**config.mk**
```make
export PLATFORM = sky130hd
export DESIGN_NAME = hpac_top
export DESIGN_NICKNAME = d
export VERILOG_FILES = /design/src/hdl/hpac_pkg.sv /design/src/hdl/hpac_top.sv
export SDC_FILE = /design/constraint.sdc
export NUM_CORES = 1
export LEC_CHECK = 0
export BUFFER_PORTS_ARGS = -buffer_cell sky130_fd_sc_hd__clkbuf_2
export CORE_MARGIN = 1.5
export CORE_UTILIZATION = 30
export CTS_CLUSTER_DIAMETER = 50
export DETAILED_ROUTE_END_ITERATION = 6
export GPL_TIMING_DRIVEN = 0
export PLACE_DENSITY_LB_ADDON = 0.3
export REMOVE_ABC_BUFFERS = 1
export SETUP_SLACK_MARGIN = 0.02
export SLEW_MARGIN = 40
export SYNTH_ARGS = -nofsm -noshare
export SYNTH_HDL_FRONTEND = slang
export SYNTH_SLANG_ARGS = --single-unit
```
**constraint.sdc**
```tcl
create_clock -name clk_sys -period 4.28 [get_ports clk_sys]
set_input_delay 0.856 -clock clk_sys [delete_from_list [all_inputs] [get_ports clk_sys]]
set_output_delay 0.856 -clock clk_sys [all_outputs]
set_load 0.02 [all_outputs]
```
**src/hdl/hpac_pkg.sv**
```systemverilog
// Constants shared by the headphone amplifier control block
package hpac_pkg;
  // Bus identity and register map
  localparam logic [6:0] SLAVE_ADDR = 7'h60;
  localparam logic [7:0] ADDR_MODE = 8'h01;
  localparam logic [7:0] ADDR_VOLUME = 8'h02;
  localparam logic [7:0] ADDR_OUTPUT = 8'h03;
  localparam logic [7:0] ADDR_INFO = 8'h04;
  // Arbitrary neutral value, not the part's own
  localparam logic [7:0] INFO_VALUE = 8'h5a;
  // Field positions
  localparam int MC_LEFT_EN = 7;
  localparam int MC_RIGHT_EN = 6;
  localparam int MC_THERMAL = 1;
  localparam int MC_POWER_DOWN = 0;
  localparam int VM_MUTE_L = 7;
  localparam int VM_MUTE_R = 6;
  localparam int VM_VOL_HI = 5;
  localparam int VM_VOL_LO = 1;
  localparam int OC_LOW_DIST = 3;
  localparam int OC_FLOAT_L = 1;
  localparam int OC_FLOAT_R = 0;
  // Reset values and writable masks
  localparam logic [7:0] MC_RESET = 8'h01;
  localparam logic [7:0] VM_RESET = 8'hc0;
  localparam logic [7:0] OC_RESET = 8'h00;
  localparam logic [7:0] MC_WMASK = 8'hc1;
  localparam logic [7:0] VM_WMASK = 8'hfe;
  localparam logic [7:0] OC_WMASK = 8'h0b;
  // Timing
  localparam int CLK_FREQ_HZ = 40_000_000;
  localparam int PD_TIME_US = 3000;
  localparam int PD_CYCLES = PD_TIME_US * (CLK_FREQ_HZ / 1_000_000);
  localparam int PD_CNT_W = 17;
  localparam int SS_STEP_CYCLES = 400;
  localparam int SS_CNT_W = 12;
  localparam int CLASSG_HOLD_CYCLES = 2000;
  localparam int CG_CNT_W = 12;
  // Soft-start current limit steps: 70, 140, 280, 750 mA
  localparam logic [1:0] ILIM_70MA = 2'h0;
  localparam logic [1:0] ILIM_750MA = 2'h3;
  // Synchronised input vector positions
  localparam int IN_SCL = 0;
  localparam int IN_SDA = 1;
  localparam int IN_SUPPLY_OK = 2;
  localparam int IN_THERMAL = 3;
  localparam int IN_BELOW_HIGH = 4;
  localparam int IN_PEAK_TRIP = 5;
  localparam int IN_ZERO_CUR = 6;
  localparam int IN_CLASSG_LVL = 7;
  localparam int IN_ILIM_HIT = 8;
  localparam int IN_W = 9;

  typedef enum logic [3:0] {
    I2C_IDLE, I2C_ADDR, I2C_ACK_ADDR, I2C_REG, I2C_ACK_REG,
    I2C_WDATA, I2C_ACK_DATA, I2C_RDATA, I2C_RACK
  } hpac_i2c_type;

  typedef enum logic [2:0] {
    PFM_IDLE, PFM_HIGH, PFM_LOW, PFM_TAIL
  } hpac_pfm_type;
endpackage

```
**src/hdl/hpac_top.sv**
```systemverilog
// Headphone amplifier control: serial register slave, shutdown, soft-start, PFM, class G
// How it works
// RULE_01 - Output control bit 0 set floats the right output, clear drives it.
// RULE_02 - Output control bit 1 set floats the left output, clear drives it.
// RULE_03 - Output control bit 3 at 0x03 drives the low-distortion enable.
// RULE_04 - Mode control bit 0 is global power down; 1 off, 0 running.
// RULE_05 - Global power down resets to 1 so the device starts off.
// RULE_06 - Mode control bit 7 enables left amplifier, bit 6 enables right.
// RULE_07 - Left and right amplifier enables act independently.
// RULE_08 - Setting global power down runs a shutdown sequence finished within 3 ms.
// RULE_09 - Host waits 3 ms after power down before any further command.
// RULE_10 - Volume register bit 7 mutes left, bit 6 mutes right, independently.
// RULE_11 - Clearing a mute bit unmutes only that channel.
// RULE_12 - Both mute bits reset to 1.
// RULE_13 - Soft-start begins only on power down falling with supply good.
// RULE_14 - Soft-start current limit steps 70, 140, 280 then 750 mA.
// RULE_15 - PFM: high-side on while below threshold, until reached or peak trip.
// RULE_16 - Then low-side on until zero current; repeat high pulse if still low.
// RULE_17 - On reaching threshold, low-side until zero current, then both off idle.
// RULE_18 - Class G selects low rail, jumps to high rail when level is reached.
// RULE_19 - Class G drops to low rail only after a continuous hold time.
// RULE_20 - Hold counter clears on the level comparator; length is a parameter.
// RULE_21 - Step advances on a cycle count or limit hit; restarts on new trigger.
// RULE_22 - Writes are slave address 1100000, register byte, data byte, each acked.
// RULE_23 - All other register bits reset to 0.
`timescale 1ns/10ps
module hpac_top #(
  parameter int PD_CYCLES = hpac_pkg::PD_CYCLES,
  parameter int SS_STEP_CYCLES = hpac_pkg::SS_STEP_CYCLES,
  parameter int CLASSG_HOLD_CYCLES = hpac_pkg::CLASSG_HOLD_CYCLES
) (
  input wire logic clk_sys,
  input wire logic rst,
  input wire logic scl_in,
  input wire logic sda_in,
  output logic sda_out,
  output logic sda_oe,
  input wire logic supply_good,
  input wire logic thermal_alarm,
  input wire logic pfm_below_high,
  input wire logic pfm_peak_trip,
  input wire logic zero_current,
  input wire logic classg_level,
  input wire logic ilim_reached,
  output logic left_amp_on,
  output logic right_amp_on,
  output logic left_mute,
  output logic right_mute,
  output logic [4:0] volume_level,
  output logic left_output_float,
  output logic right_output_float,
  output logic low_distortion_mode,
  output logic shutdown_busy,
  output logic device_asleep,
  output logic soft_start_active,
  output logic [1:0] current_limit_sel,
  output logic high_side_on,
  output logic low_side_on,
  output logic rail_high
);
  localparam logic [hpac_pkg::PD_CNT_W-1:0] PD_LAST =
    hpac_pkg::PD_CNT_W'(PD_CYCLES - 1);
  localparam logic [hpac_pkg::SS_CNT_W-1:0] SS_LAST = hpac_pkg::SS_CNT_W'(SS_STEP_CYCLES - 1);
  localparam logic [hpac_pkg::CG_CNT_W-1:0] CG_LAST =
    hpac_pkg::CG_CNT_W'(CLASSG_HOLD_CYCLES - 1);

  // Every outside input except rst passes two flops before use
  logic [hpac_pkg::IN_W-1:0] raw_in;
  logic [hpac_pkg::IN_W-1:0] sync1;
  logic [hpac_pkg::IN_W-1:0] sync2;
  logic scl_d;
  logic sda_d;
  assign raw_in = {ilim_reached, classg_level, zero_current, pfm_peak_trip, pfm_below_high,
                   thermal_alarm, supply_good, sda_in, scl_in};

  always_ff @(posedge clk_sys) begin
    if (rst) begin
      // Bus lines idle high, so a low reset value would fake an edge
      sync1 <= '0;
      sync1[hpac_pkg::IN_SCL] <= 1'b1;
      sync1[hpac_pkg::IN_SDA] <= 1'b1;
      sync2 <= '0;
      sync2[hpac_pkg::IN_SCL] <= 1'b1;
      sync2[hpac_pkg::IN_SDA] <= 1'b1;
      scl_d <= 1'b1;
      sda_d <= 1'b1;
    end else begin
      sync1 <= raw_in;
      sync2 <= sync1;
      scl_d <= sync2[hpac_pkg::IN_SCL];
      sda_d <= sync2[hpac_pkg::IN_SDA];
    end
  end

  logic scl_s, sda_s, scl_rise, scl_fall, bus_start, bus_stop;
  assign scl_s = sync2[hpac_pkg::IN_SCL];
  assign sda_s = sync2[hpac_pkg::IN_SDA];
  assign scl_rise = scl_s & ~scl_d;
  assign scl_fall = ~scl_s & scl_d;
  assign bus_start = scl_s & scl_d & sda_d & ~sda_s;
  assign bus_stop = scl_s & scl_d & ~sda_d & sda_s;

  // Register storage
  logic [7:0] mode_control;
  logic [7:0] volume_mute_control;
  logic [7:0] output_control;
  logic global_power_down;
  assign global_power_down = mode_control[hpac_pkg::MC_POWER_DOWN];

  // Serial slave
  hpac_pkg::hpac_i2c_type i2c_state;
  logic [7:0] shreg;
  logic [7:0] tx_byte;
  logic [7:0] reg_ptr;
  logic [2:0] bit_cnt;
  logic byte_done;
  logic read_dir;
  logic master_ack;
  logic wr_stb;
  logic [7:0] wr_addr;
  logic [7:0] wr_data;

  function automatic logic [7:0] read_mux(input logic [7:0] a, input logic [7:0] mc,
                                          input logic [7:0] vm, input logic [7:0] oc,
                                          input logic therm);
    logic [7:0] r;
    r = 8'h00;
    case (a)
      hpac_pkg::ADDR_MODE: begin
        r = mc;
        r[hpac_pkg::MC_THERMAL] = therm;
      end
      hpac_pkg::ADDR_VOLUME: r = vm;
      hpac_pkg::ADDR_OUTPUT: r = oc;
      hpac_pkg::ADDR_INFO: r = hpac_pkg::INFO_VALUE;
      default: r = 8'h00;
    endcase
    return r;
  endfunction

  logic [7:0] rd_now;
  logic [7:0] rd_next;
  assign rd_now = read_mux(reg_ptr, mode_control, volume_mute_control, output_control,
                           sync2[hpac_pkg::IN_THERMAL]);
  assign rd_next = read_mux(reg_ptr + 8'h01, mode_control, volume_mute_control,
                            output_control, sync2[hpac_pkg::IN_THERMAL]);

  always_ff @(posedge clk_sys) begin
    if (rst) begin
      i2c_state <= hpac_pkg::I2C_IDLE;
      shreg <= 8'h00;
      tx_byte <= 8'h00;
      reg_ptr <= 8'h00;
      bit_cnt <= 3'h0;
      byte_done <= 1'b0;
      read_dir <= 1'b0;
      master_ack <= 1'b0;
      wr_stb <= 1'b0;
      wr_addr <= 8'h00;
      wr_data <= 8'h00;
      sda_oe <= 1'b0;
      sda_out <= 1'b0;
    end else begin
      wr_stb <= 1'b0;
      sda_out <= 1'b0;
      if (bus_start) begin
        i2c_state <= hpac_pkg::I2C_ADDR;
        bit_cnt <= 3'h0;
        byte_done <= 1'b0;
        sda_oe <= 1'b0;
      end else if (bus_stop) begin
        i2c_state <= hpac_pkg::I2C_IDLE;
        sda_oe <= 1'b0;
      end else begin
        case (i2c_state)
          hpac_pkg::I2C_ADDR, hpac_pkg::I2C_REG, hpac_pkg::I2C_WDATA: begin
            if (scl_rise) begin
              shreg <= {shreg[6:0], sda_s};
              bit_cnt <= bit_cnt + 3'h1;
              byte_done <= (bit_cnt == 3'h7);
            end else if (scl_fall && byte_done) begin
              byte_done <= 1'b0;
              sda_oe <= 1'b1; // RULE_22
              if (i2c_state == hpac_pkg::I2C_ADDR) begin
                read_dir <= shreg[0];
                if (shreg[7:1] == hpac_pkg::SLAVE_ADDR) begin // RULE_22
                  i2c_state <= hpac_pkg::I2C_ACK_ADDR;
                end else begin
                  i2c_state <= hpac_pkg::I2C_IDLE;
                  sda_oe <= 1'b0;
                end
              end else if (i2c_state == hpac_pkg::I2C_REG) begin
                reg_ptr <= shreg;
                i2c_state <= hpac_pkg::I2C_ACK_REG;
              end else begin
                wr_stb <= 1'b1;
                wr_addr <= reg_ptr;
                wr_data <= shreg;
                i2c_state <= hpac_pkg::I2C_ACK_DATA;
              end
            end
          end
          hpac_pkg::I2C_ACK_ADDR: begin
            if (scl_fall) begin
              bit_cnt <= 3'h0;
              if (read_dir) begin
                tx_byte <= rd_now;
                sda_oe <= ~rd_now[7];
                i2c_state <= hpac_pkg::I2C_RDATA;
              end else begin
                sda_oe <= 1'b0;
                i2c_state <= hpac_pkg::I2C_REG;
              end
            end
          end
          hpac_pkg::I2C_ACK_REG, hpac_pkg::I2C_ACK_DATA: begin
            if (scl_fall) begin
              sda_oe <= 1'b0;
              bit_cnt <= 3'h0;
              // Further data bytes land on the following registers
              if (i2c_state == hpac_pkg::I2C_ACK_DATA) begin
                reg_ptr <= reg_ptr + 8'h01;
              end
              i2c_state <= hpac_pkg::I2C_WDATA;
            end
          end
          hpac_pkg::I2C_RDATA: begin
            if (scl_fall) begin
              bit_cnt <= bit_cnt + 3'h1;
              tx_byte <= {tx_byte[6:0], 1'b0};
              if (bit_cnt == 3'h7) begin
                sda_oe <= 1'b0;
                i2c_state <= hpac_pkg::I2C_RACK;
              end else begin
                sda_oe <= ~tx_byte[6];
              end
            end
          end
          hpac_pkg::I2C_RACK: begin
            if (scl_rise) begin
              master_ack <= ~sda_s;
            end else if (scl_fall) begin
              bit_cnt <= 3'h0;
              if (master_ack) begin
                reg_ptr <= reg_ptr + 8'h01;
                tx_byte <= rd_next;
                sda_oe <= ~rd_next[7];
                i2c_state <= hpac_pkg::I2C_RDATA;
              end else begin
                i2c_state <= hpac_pkg::I2C_IDLE;
              end
            end
          end
          default: i2c_state <= hpac_pkg::I2C_IDLE;
        endcase
      end
    end
  end

  // Register file; unused bits are masked so they read zero, except mode bit 1, which reads the thermal alarm
  always_ff @(posedge clk_sys) begin
    if (rst) begin
      mode_control <= hpac_pkg::MC_RESET; // RULE_05 RULE_23
      volume_mute_control <= hpac_pkg::VM_RESET; // RULE_12 RULE_23
      output_control <= hpac_pkg::OC_RESET; // RULE_23
    end else if (wr_stb) begin
      case (wr_addr)
        hpac_pkg::ADDR_MODE: mode_control <= wr_data & hpac_pkg::MC_WMASK; // RULE_04 RULE_06
        hpac_pkg::ADDR_VOLUME: volume_mute_control <= wr_data & hpac_pkg::VM_WMASK; // RULE_10
        hpac_pkg::ADDR_OUTPUT: output_control <= wr_data & hpac_pkg::OC_WMASK; // RULE_03
        default: ;
      endcase
    end
  end

  // Amplifier controls, each channel from its own bit; amp enables are also gated by global power down
  always_ff @(posedge clk_sys) begin
    if (rst) begin
      left_amp_on <= 1'b0;
      right_amp_on <= 1'b0;
      left_mute <= 1'b1;
      right_mute <= 1'b1;
      volume_level <= 5'h00;
      left_output_float <= 1'b0;
      right_output_float <= 1'b0;
      low_distortion_mode <= 1'b0;
    end else begin
      left_amp_on <= mode_control[hpac_pkg::MC_LEFT_EN] & ~global_power_down; // RULE_06 RULE_07
      right_amp_on <= mode_control[hpac_pkg::MC_RIGHT_EN] & ~global_power_down; // RULE_07
      left_mute <= volume_mute_control[hpac_pkg::VM_MUTE_L]; // RULE_10 RULE_11
      right_mute <= volume_mute_control[hpac_pkg::VM_MUTE_R]; // RULE_11
      volume_level <= volume_mute_control[hpac_pkg::VM_VOL_HI:hpac_pkg::VM_VOL_LO];
      left_output_float <= output_control[hpac_pkg::OC_FLOAT_L]; // RULE_02
      right_output_float <= output_control[hpac_pkg::OC_FLOAT_R]; // RULE_01
      low_distortion_mode <= output_control[hpac_pkg::OC_LOW_DIST]; // RULE_03
    end
  end

  // Shutdown sequence; commands during it are not refused, the host must hold off
  logic gpd_d;
  logic [hpac_pkg::PD_CNT_W-1:0] pd_cnt;
  always_ff @(posedge clk_sys) begin
    if (rst) begin
      gpd_d <= 1'b1;
      pd_cnt <= '0;
      shutdown_busy <= 1'b0;
      device_asleep <= 1'b1;
    end else begin
      gpd_d <= global_power_down;
      if (!global_power_down) begin
        shutdown_busy <= 1'b0;
        device_asleep <= 1'b0;
        pd_cnt <= '0;
      end else if (!gpd_d) begin
        shutdown_busy <= 1'b1; // RULE_08
        pd_cnt <= '0;
      end else if (shutdown_busy) begin
        if (pd_cnt == PD_LAST) begin
          shutdown_busy <= 1'b0; // RULE_08
          device_asleep <= 1'b1;
        end else begin
          pd_cnt <= pd_cnt + 1'b1;
        end
      end
    end
  end

  // Soft-start
  logic ss_trigger;
  logic [hpac_pkg::SS_CNT_W-1:0] ss_cnt;
  assign ss_trigger = gpd_d & ~global_power_down & sync2[hpac_pkg::IN_SUPPLY_OK]; // RULE_13
  always_ff @(posedge clk_sys) begin
    if (rst) begin
      soft_start_active <= 1'b0;
      current_limit_sel <= hpac_pkg::ILIM_70MA;
      ss_cnt <= '0;
    end else if (global_power_down) begin
      soft_start_active <= 1'b0;
      current_limit_sel <= hpac_pkg::ILIM_70MA;
      ss_cnt <= '0;
    end else if (ss_trigger) begin
      soft_start_active <= 1'b1; // RULE_21
      current_limit_sel <= hpac_pkg::ILIM_70MA;
      ss_cnt <= '0;
    end else if (soft_start_active) begin
      if (ss_cnt == SS_LAST || sync2[hpac_pkg::IN_ILIM_HIT]) begin // RULE_21
        ss_cnt <= '0;
        current_limit_sel <= current_limit_sel + 2'h1; // RULE_14
        if (current_limit_sel == hpac_pkg::ILIM_750MA - 2'h1) begin
          soft_start_active <= 1'b0;
        end
      end else begin
        ss_cnt <= ss_cnt + 1'b1;
      end
    end
  end

  // PFM switch sequencing
  hpac_pkg::hpac_pfm_type pfm_state, next_pfm;
  logic below_s, peak_s, zero_s;
  assign below_s = sync2[hpac_pkg::IN_BELOW_HIGH];
  assign peak_s = sync2[hpac_pkg::IN_PEAK_TRIP];
  assign zero_s = sync2[hpac_pkg::IN_ZERO_CUR];
  always_comb begin
    next_pfm = pfm_state;
    case (pfm_state)
      hpac_pkg::PFM_IDLE: if (below_s) next_pfm = hpac_pkg::PFM_HIGH; // RULE_15
      hpac_pkg::PFM_HIGH: begin
        if (!below_s) next_pfm = hpac_pkg::PFM_TAIL; // RULE_17
        else if (peak_s) next_pfm = hpac_pkg::PFM_LOW; // RULE_15
      end
      hpac_pkg::PFM_LOW: begin
        if (zero_s) next_pfm = below_s ? hpac_pkg::PFM_HIGH : hpac_pkg::PFM_IDLE; // RULE_16
      end
      hpac_pkg::PFM_TAIL: if (zero_s) next_pfm = hpac_pkg::PFM_IDLE; // RULE_17
      default: next_pfm = hpac_pkg::PFM_IDLE;
    endcase
    if (global_power_down) next_pfm = hpac_pkg::PFM_IDLE;
  end

  always_ff @(posedge clk_sys) begin
    if (rst) begin
      pfm_state <= hpac_pkg::PFM_IDLE;
      high_side_on <= 1'b0;
      low_side_on <= 1'b0;
    end else begin
      pfm_state <= next_pfm;
      high_side_on <= (next_pfm == hpac_pkg::PFM_HIGH); // RULE_15
      low_side_on <= (next_pfm == hpac_pkg::PFM_LOW) || (next_pfm == hpac_pkg::PFM_TAIL); // RULE_16
    end
  end

  // Class G rail choice; the hold counter rides out short dips below the level
  logic level_s;
  logic [hpac_pkg::CG_CNT_W-1:0] cg_cnt;
  assign level_s = sync2[hpac_pkg::IN_CLASSG_LVL];
  always_ff @(posedge clk_sys) begin
    if (rst) begin
      rail_high <= 1'b0; // RULE_18
      cg_cnt <= '0;
    end else if (level_s) begin
      rail_high <= 1'b1; // RULE_18
      cg_cnt <= '0; // RULE_20
    end else if (rail_high) begin
      if (cg_cnt == CG_LAST) begin
        rail_high <= 1'b0; // RULE_19
        cg_cnt <= '0;
      end else begin
        cg_cnt <= cg_cnt + 1'b1; // RULE_20
      end
    end
  end
endmodule

```
# Word level (Yosys, flattened, before mapping)
# Cells that the tools add are included.
# W data, S select, Z words.
# totals
input_bits	11
out_inout_bits	22
word_cells	247
ff_bits	149
# op_classes
bitwise_logic	28
add_sub_neg	6
n_reduce_logical	37
n_eq_ne	56
mux	80
# op_table
operator	n
$mux W8	9
$pmux W8 S4	2
$eq A8 B2 Y1 const B	6
$mux W7	6
$mux W3	12
$mux W4	9
$mux W1	32
$ne A4 B4 Y1 const B	8
$ne A2 B2 Y1 const B	15
$add A12 B1 Y12 const B	2
$eq A8 B1 Y1 const B	3
$mux W12	2
$pmux W3 S4	2
$pmux W8 S3	1
$pmux W7 S3	1
$pmux W4 S5	1
$reduce_and A9 Y1	2
$add A17 B1 Y17 const B	1
$eq A17 B17 Y1 const B	1
$not A1 Y1	17
$eq A4 B3 Y1 const B	4
$eq A8 B3 Y1 const B	2
$reduce_and A8 Y1	2
$reduce_or A3 Y1	5
other kinds (33)	62

# Depth between registers and ports, before layout
# depth
ltp_word	8
mapped_depth	9
mapped_depth_nobuf	7

# Least setup slack after synthesis
# No wires, ideal clock.
# synth_timing
kind	reg-to-reg
start	register reg_ptr[4]
end	register tx_byte[2]
path_slack_ns	2.275
required_ns	4.194
stages_incl_launch_ff	7
setup_ns	0.086
n_path_buf	1
period_less_slack_ns	2.005
arrival_time_ns	1.919
cell_sequence	dfxtp_1 > buf_6 > or4_4 > or4b_4 > nor3b_2 > nor3b_1 > a211oi_1
# synth_via
elab_chain_len	7
elab_cells_between_ends	17
classes_between	add/sub (1); eq/ne (8); mux (8)
# synth_lines
element	line_no	text
start: declaration	hpac_top.sv:114	logic [7:0] reg_ptr;
start signal: assignment	hpac_top.sv:193	reg_ptr <= shreg;
start signal: assignment	hpac_top.sv:222	reg_ptr <= reg_ptr + 8'h01;
start signal: assignment	hpac_top.sv:245	reg_ptr <= reg_ptr + 8'h01;
$add A8 B1 Y8	hpac_top.sv:145	assign rd_next = read_mux(reg_ptr + 8'h01, mode_control, volume_mute_control,
$eq A8 B3 Y1 (tied with other cells)	hpac_top.sv:128	case (a)
$pmux W8 S4	hpac_top.sv:128	
$mux W7	hpac_top.sv:244	if (master_ack) begin
$mux W7	hpac_top.sv:242	end else if (scl_fall) begin
$mux W7	hpac_top.sv:240	if (scl_rise) begin
$pmux W7 S3 (*)	hpac_top.sv:175	case (i2c_state)
end signal: assignment	hpac_top.sv:207	tx_byte <= rd_now;
end signal: assignment	hpac_top.sv:230	tx_byte <= {tx_byte[6:0], 1'b0};
end signal: assignment	hpac_top.sv:246	tx_byte <= rd_next;
end: declaration	hpac_top.sv:113	logic [7:0] tx_byte;
# Every way passes the cells marked *; elsewhere a longest branch is shown, timed or not. The select of a mux whose other input is x is not followed.
# A chain may end at the register's enable or synchronous reset.

# Final worst setup path
# layout_timing
start	input rst
end	register pd_cnt[11] (netlist name)
# layout_via
elab_chain_len	1
# layout_lines
element	line_no	text
start: declaration	hpac_top.sv:33	input wire logic rst,
$reduce_or A3 Y1 (no line)	n/a	
end signal: assignment	hpac_top.sv:322	pd_cnt <= pd_cnt + 1'b1;
end: declaration	hpac_top.sv:301	logic [hpac_pkg::PD_CNT_W-1:0] pd_cnt;
# Every way passes these cells.

==> results.md <==
* DRC at 0
* Post-synthesis instance area at 0.00684 mm²
* Hold Slack at 0.409 ns
* ANT cells at 0
* Crit. Startpoint: rst
* Post-route ant nets at 0
* Worst-path clk slew at 0.06 ns
* Max-cap violation count at 0
* Vias/cell at 5.00
* Worst setup EP type: flop
* Unrepaired setup endpoints after global routing: no
* Count of buffers from port buffering at 31
* Worst reg2reg startpoint: reg_ptr[2]
* Synth top area share at 43.6%
* Hpwl dp at 10200 µm
* Final Skew at 0.00799 ns
* First-pass GRT wire length at 26200 µm
* Starting Density at 30.4%
* Hold Crit Class: flop to flop
* Final Cycle Share at 63.3%
* Synthesized flop and latch total at 149
* Top_reg_cell synth: dfxtp_1
* Vias in the first global route at 5065
* Post-synthesis sequential area ratio at 43.6%
* Io pins at 33
* Cell taking the most area after synthesis: dfxtp_1
* Layout area overhead at 14.5%
* Crit path arrival time at 3.09 ns
* Post-synth EDFFs at 0
* Chip height at 154 µm
* Initial antenna violation count at 0
* Worst Path Required at 4.66 ns
* Via Count at 5463
* H-Tree Depth at 4
* FP Rows at 55
* Total gr overflow at 0
* GR Util All Layers at 13.6%
* Die area at 0.0237 mm²
* Layout cell share with drive strength beyond 1 at 11.4%
* Final Setup Violations at 0
* Crit path max fanout at 83
* WL final at 15600 µm
* FMAX at 369 MHz
* # Post-CTS Setup Buffers at 0
* WL/cell at 14.3 µm
* Worst-Margin Slew at 0.762 ns
* Final nets at 816
* Final RePlAce weighted congestion at 0.817
* Hold Buf Count CTS at 0
* Async set-reset flop share out of synthesis at 0%
* Hold Fails Final Rpt at 0
* Outcome: completed
* Final Max Slew Viols at 0
* PwrDens at 456 mW/mm²
* Synth Instances at 792
* Minimum clock period at 2.71 ns
* CTS sink cnt at 149
* Post-CTS Resized at 0
* Placed inst area at 0.00718 mm²
* Clock buffer depth at 2
* Final Instance Area at 0.00783 mm²
* Warnings, synthesis at 0
* Startpoint Class: input pin
* Most area-consuming cells after synthesis: dfxtp_1 44%, mux2i_1 7.2%, nor2_1 5.2%
* Clock root cell: clkbuf_16
* DRT iter0 DRCs at 418
* Leak pwr at 3.03 nW
* Worst-Skew Late Latency at 0.43 ns
* Die X at 154 µm
* Placeable Area at 0.0225 mm²
* First-pass DRT Iterations at 4
* CTS tree: built
* Synth top cells by count: 149 x dfxtp_1, 95 x nor2_1, 60 x nand2_1
* Count of cell types in the netlist at 66
* Peak VDD IR at 0.214 mV
* Syn_area_per_cell at 8.64 µm²
* Largest net degree at the start of global routing at 84
* Fill cells at 2327
* TritonCTS buffer count at 17
* Top-count cell post-synth: dfxtp_1
* Slew HR at 49.1%
* Setup CP Type: input pin to flop
* Hold_sp: sync1[0]
-- sequential cells by signal (all words and copies together), names as in the netlist, 4 cells and up --
name,cells
pd_cnt,17
volume_mute_control,7
wr_data,8
ss_cnt,12
wr_addr,8
tx_byte,7
sync1,9
cg_cnt,12
shreg,8
reg_ptr,8
i2c_state,4
sync2,9
volume_level,5
-- final timing paths --
path / to / slack (ns) / cells past startpoint
max: pd_cnt[11] / 1.57 / 5
max reg2reg: sda_oe / 1.80 / 5
min reg2reg: sync2[0] / 0.41 / 1
min: sync2[0] / 0.41 / 1
-- logic make-up after synthesis --
| group | after synthesis | share of synthesized area [%] |
|---|---|---|
| AND/OR/NAND/NOR | 343 | 26.1 |
| AO/OA/AOI/OAI | 149 | 14.1 |
| flip-flops | 149 | 43.6 |
| buffers and inverters | 66 | 3.90 |
| multiplexers | 50 | 7.34 |
| XOR/XNOR | 23 | 2.95 |
| adder cells (fa/ha/maj) | 11 | 2.01 |
| other | 1 | 0.0548 |
-- cells in the final DEF, fill, tap and decap left out, drive strengths merged, types with 3 or more instances in the layout --
cell and n:
a211oi 9, a21oi 43, a22oi 8, a31oi 12
a32o 6, a41oi 5, and2 5, and3 14
and4b 3, buf 3, bufinv 4, clkbuf 50
clkinv 5, dfxtp 149, ha 11, inv 18
mux2i 49, nand2 60, nand2b 12, nand3 28
nand3b 6, nand4 14, nand4b 3, nor2 95
nor2b 29, nor3 26, nor3b 3, nor4b 3
nor4bb 3, o211ai 7, o21ai 32, o22ai 4
o31ai 4, or2 12, or3 10, or4 7
xnor2 8, xor2 15
-- worst max-delay path: stages --
cell and delay, ns:
clkbuf_8 0.32, inv_2 0.50, nand3_1 0.61, or4_1 0.67, nand2_1 0.07
-- layout make-up --
cell class,count,area (µm²),area share (%)
well taps,285,357,4.55
multi-input cells,578,3600,46.0
clock inverters,13,194,2.48
repair buffers,34,184,2.35
flip-flops and latches,149,2980,38.1
inverters,14,52.6,0.671
clock buffers,19,453,5.79
-- report_power, final --
group | leakage [nW] | switching [mW] | total (mW) | internal [mW]
clock | 0.320 | 0.621 | 1.64 | 1.02
combinational | 1.50 | 0.256 | 0.431 | 0.175
sequential | 1.21 | 0.0827 | 1.50 | 1.42
total | 3.03 | 0.960 | 3.57 | 2.61
-- metrics by stage --
step | setup TNS (ns) | std cells | setup slack, ns | power (mW) | utilization [%]
6_report | 0 | 1092 | 1.57 | 3.57 | 34.8
5_1_grt | 0 | 1092 | 1.43 | 3.73 | 34.8
4_1_cts | 0 | 1092 | 1.60 | 3.60 | 34.8
3_5_place_dp | 0 | 1060 | 1.13 | 1.95 | 31.9
3_3_place_gp | -0.217 | 1057 | -0.217 | 1.95 | 31.7
2_1_floorplan | 0 | 741 | 1.99 | 1.82 | -
-- layer usage --
layer  wire length [µm]  vias to the layer above  global-route usage [%]
met5                  0                        -                       0
met4                153                        0                    3.88
met3                641                       12                    3.80
met2               6980                       90                    21.3
met1               7790                     2551                    18.3
li1                   -                     2810                       -
No activity file was read; power rests on OpenSTA's default activity.
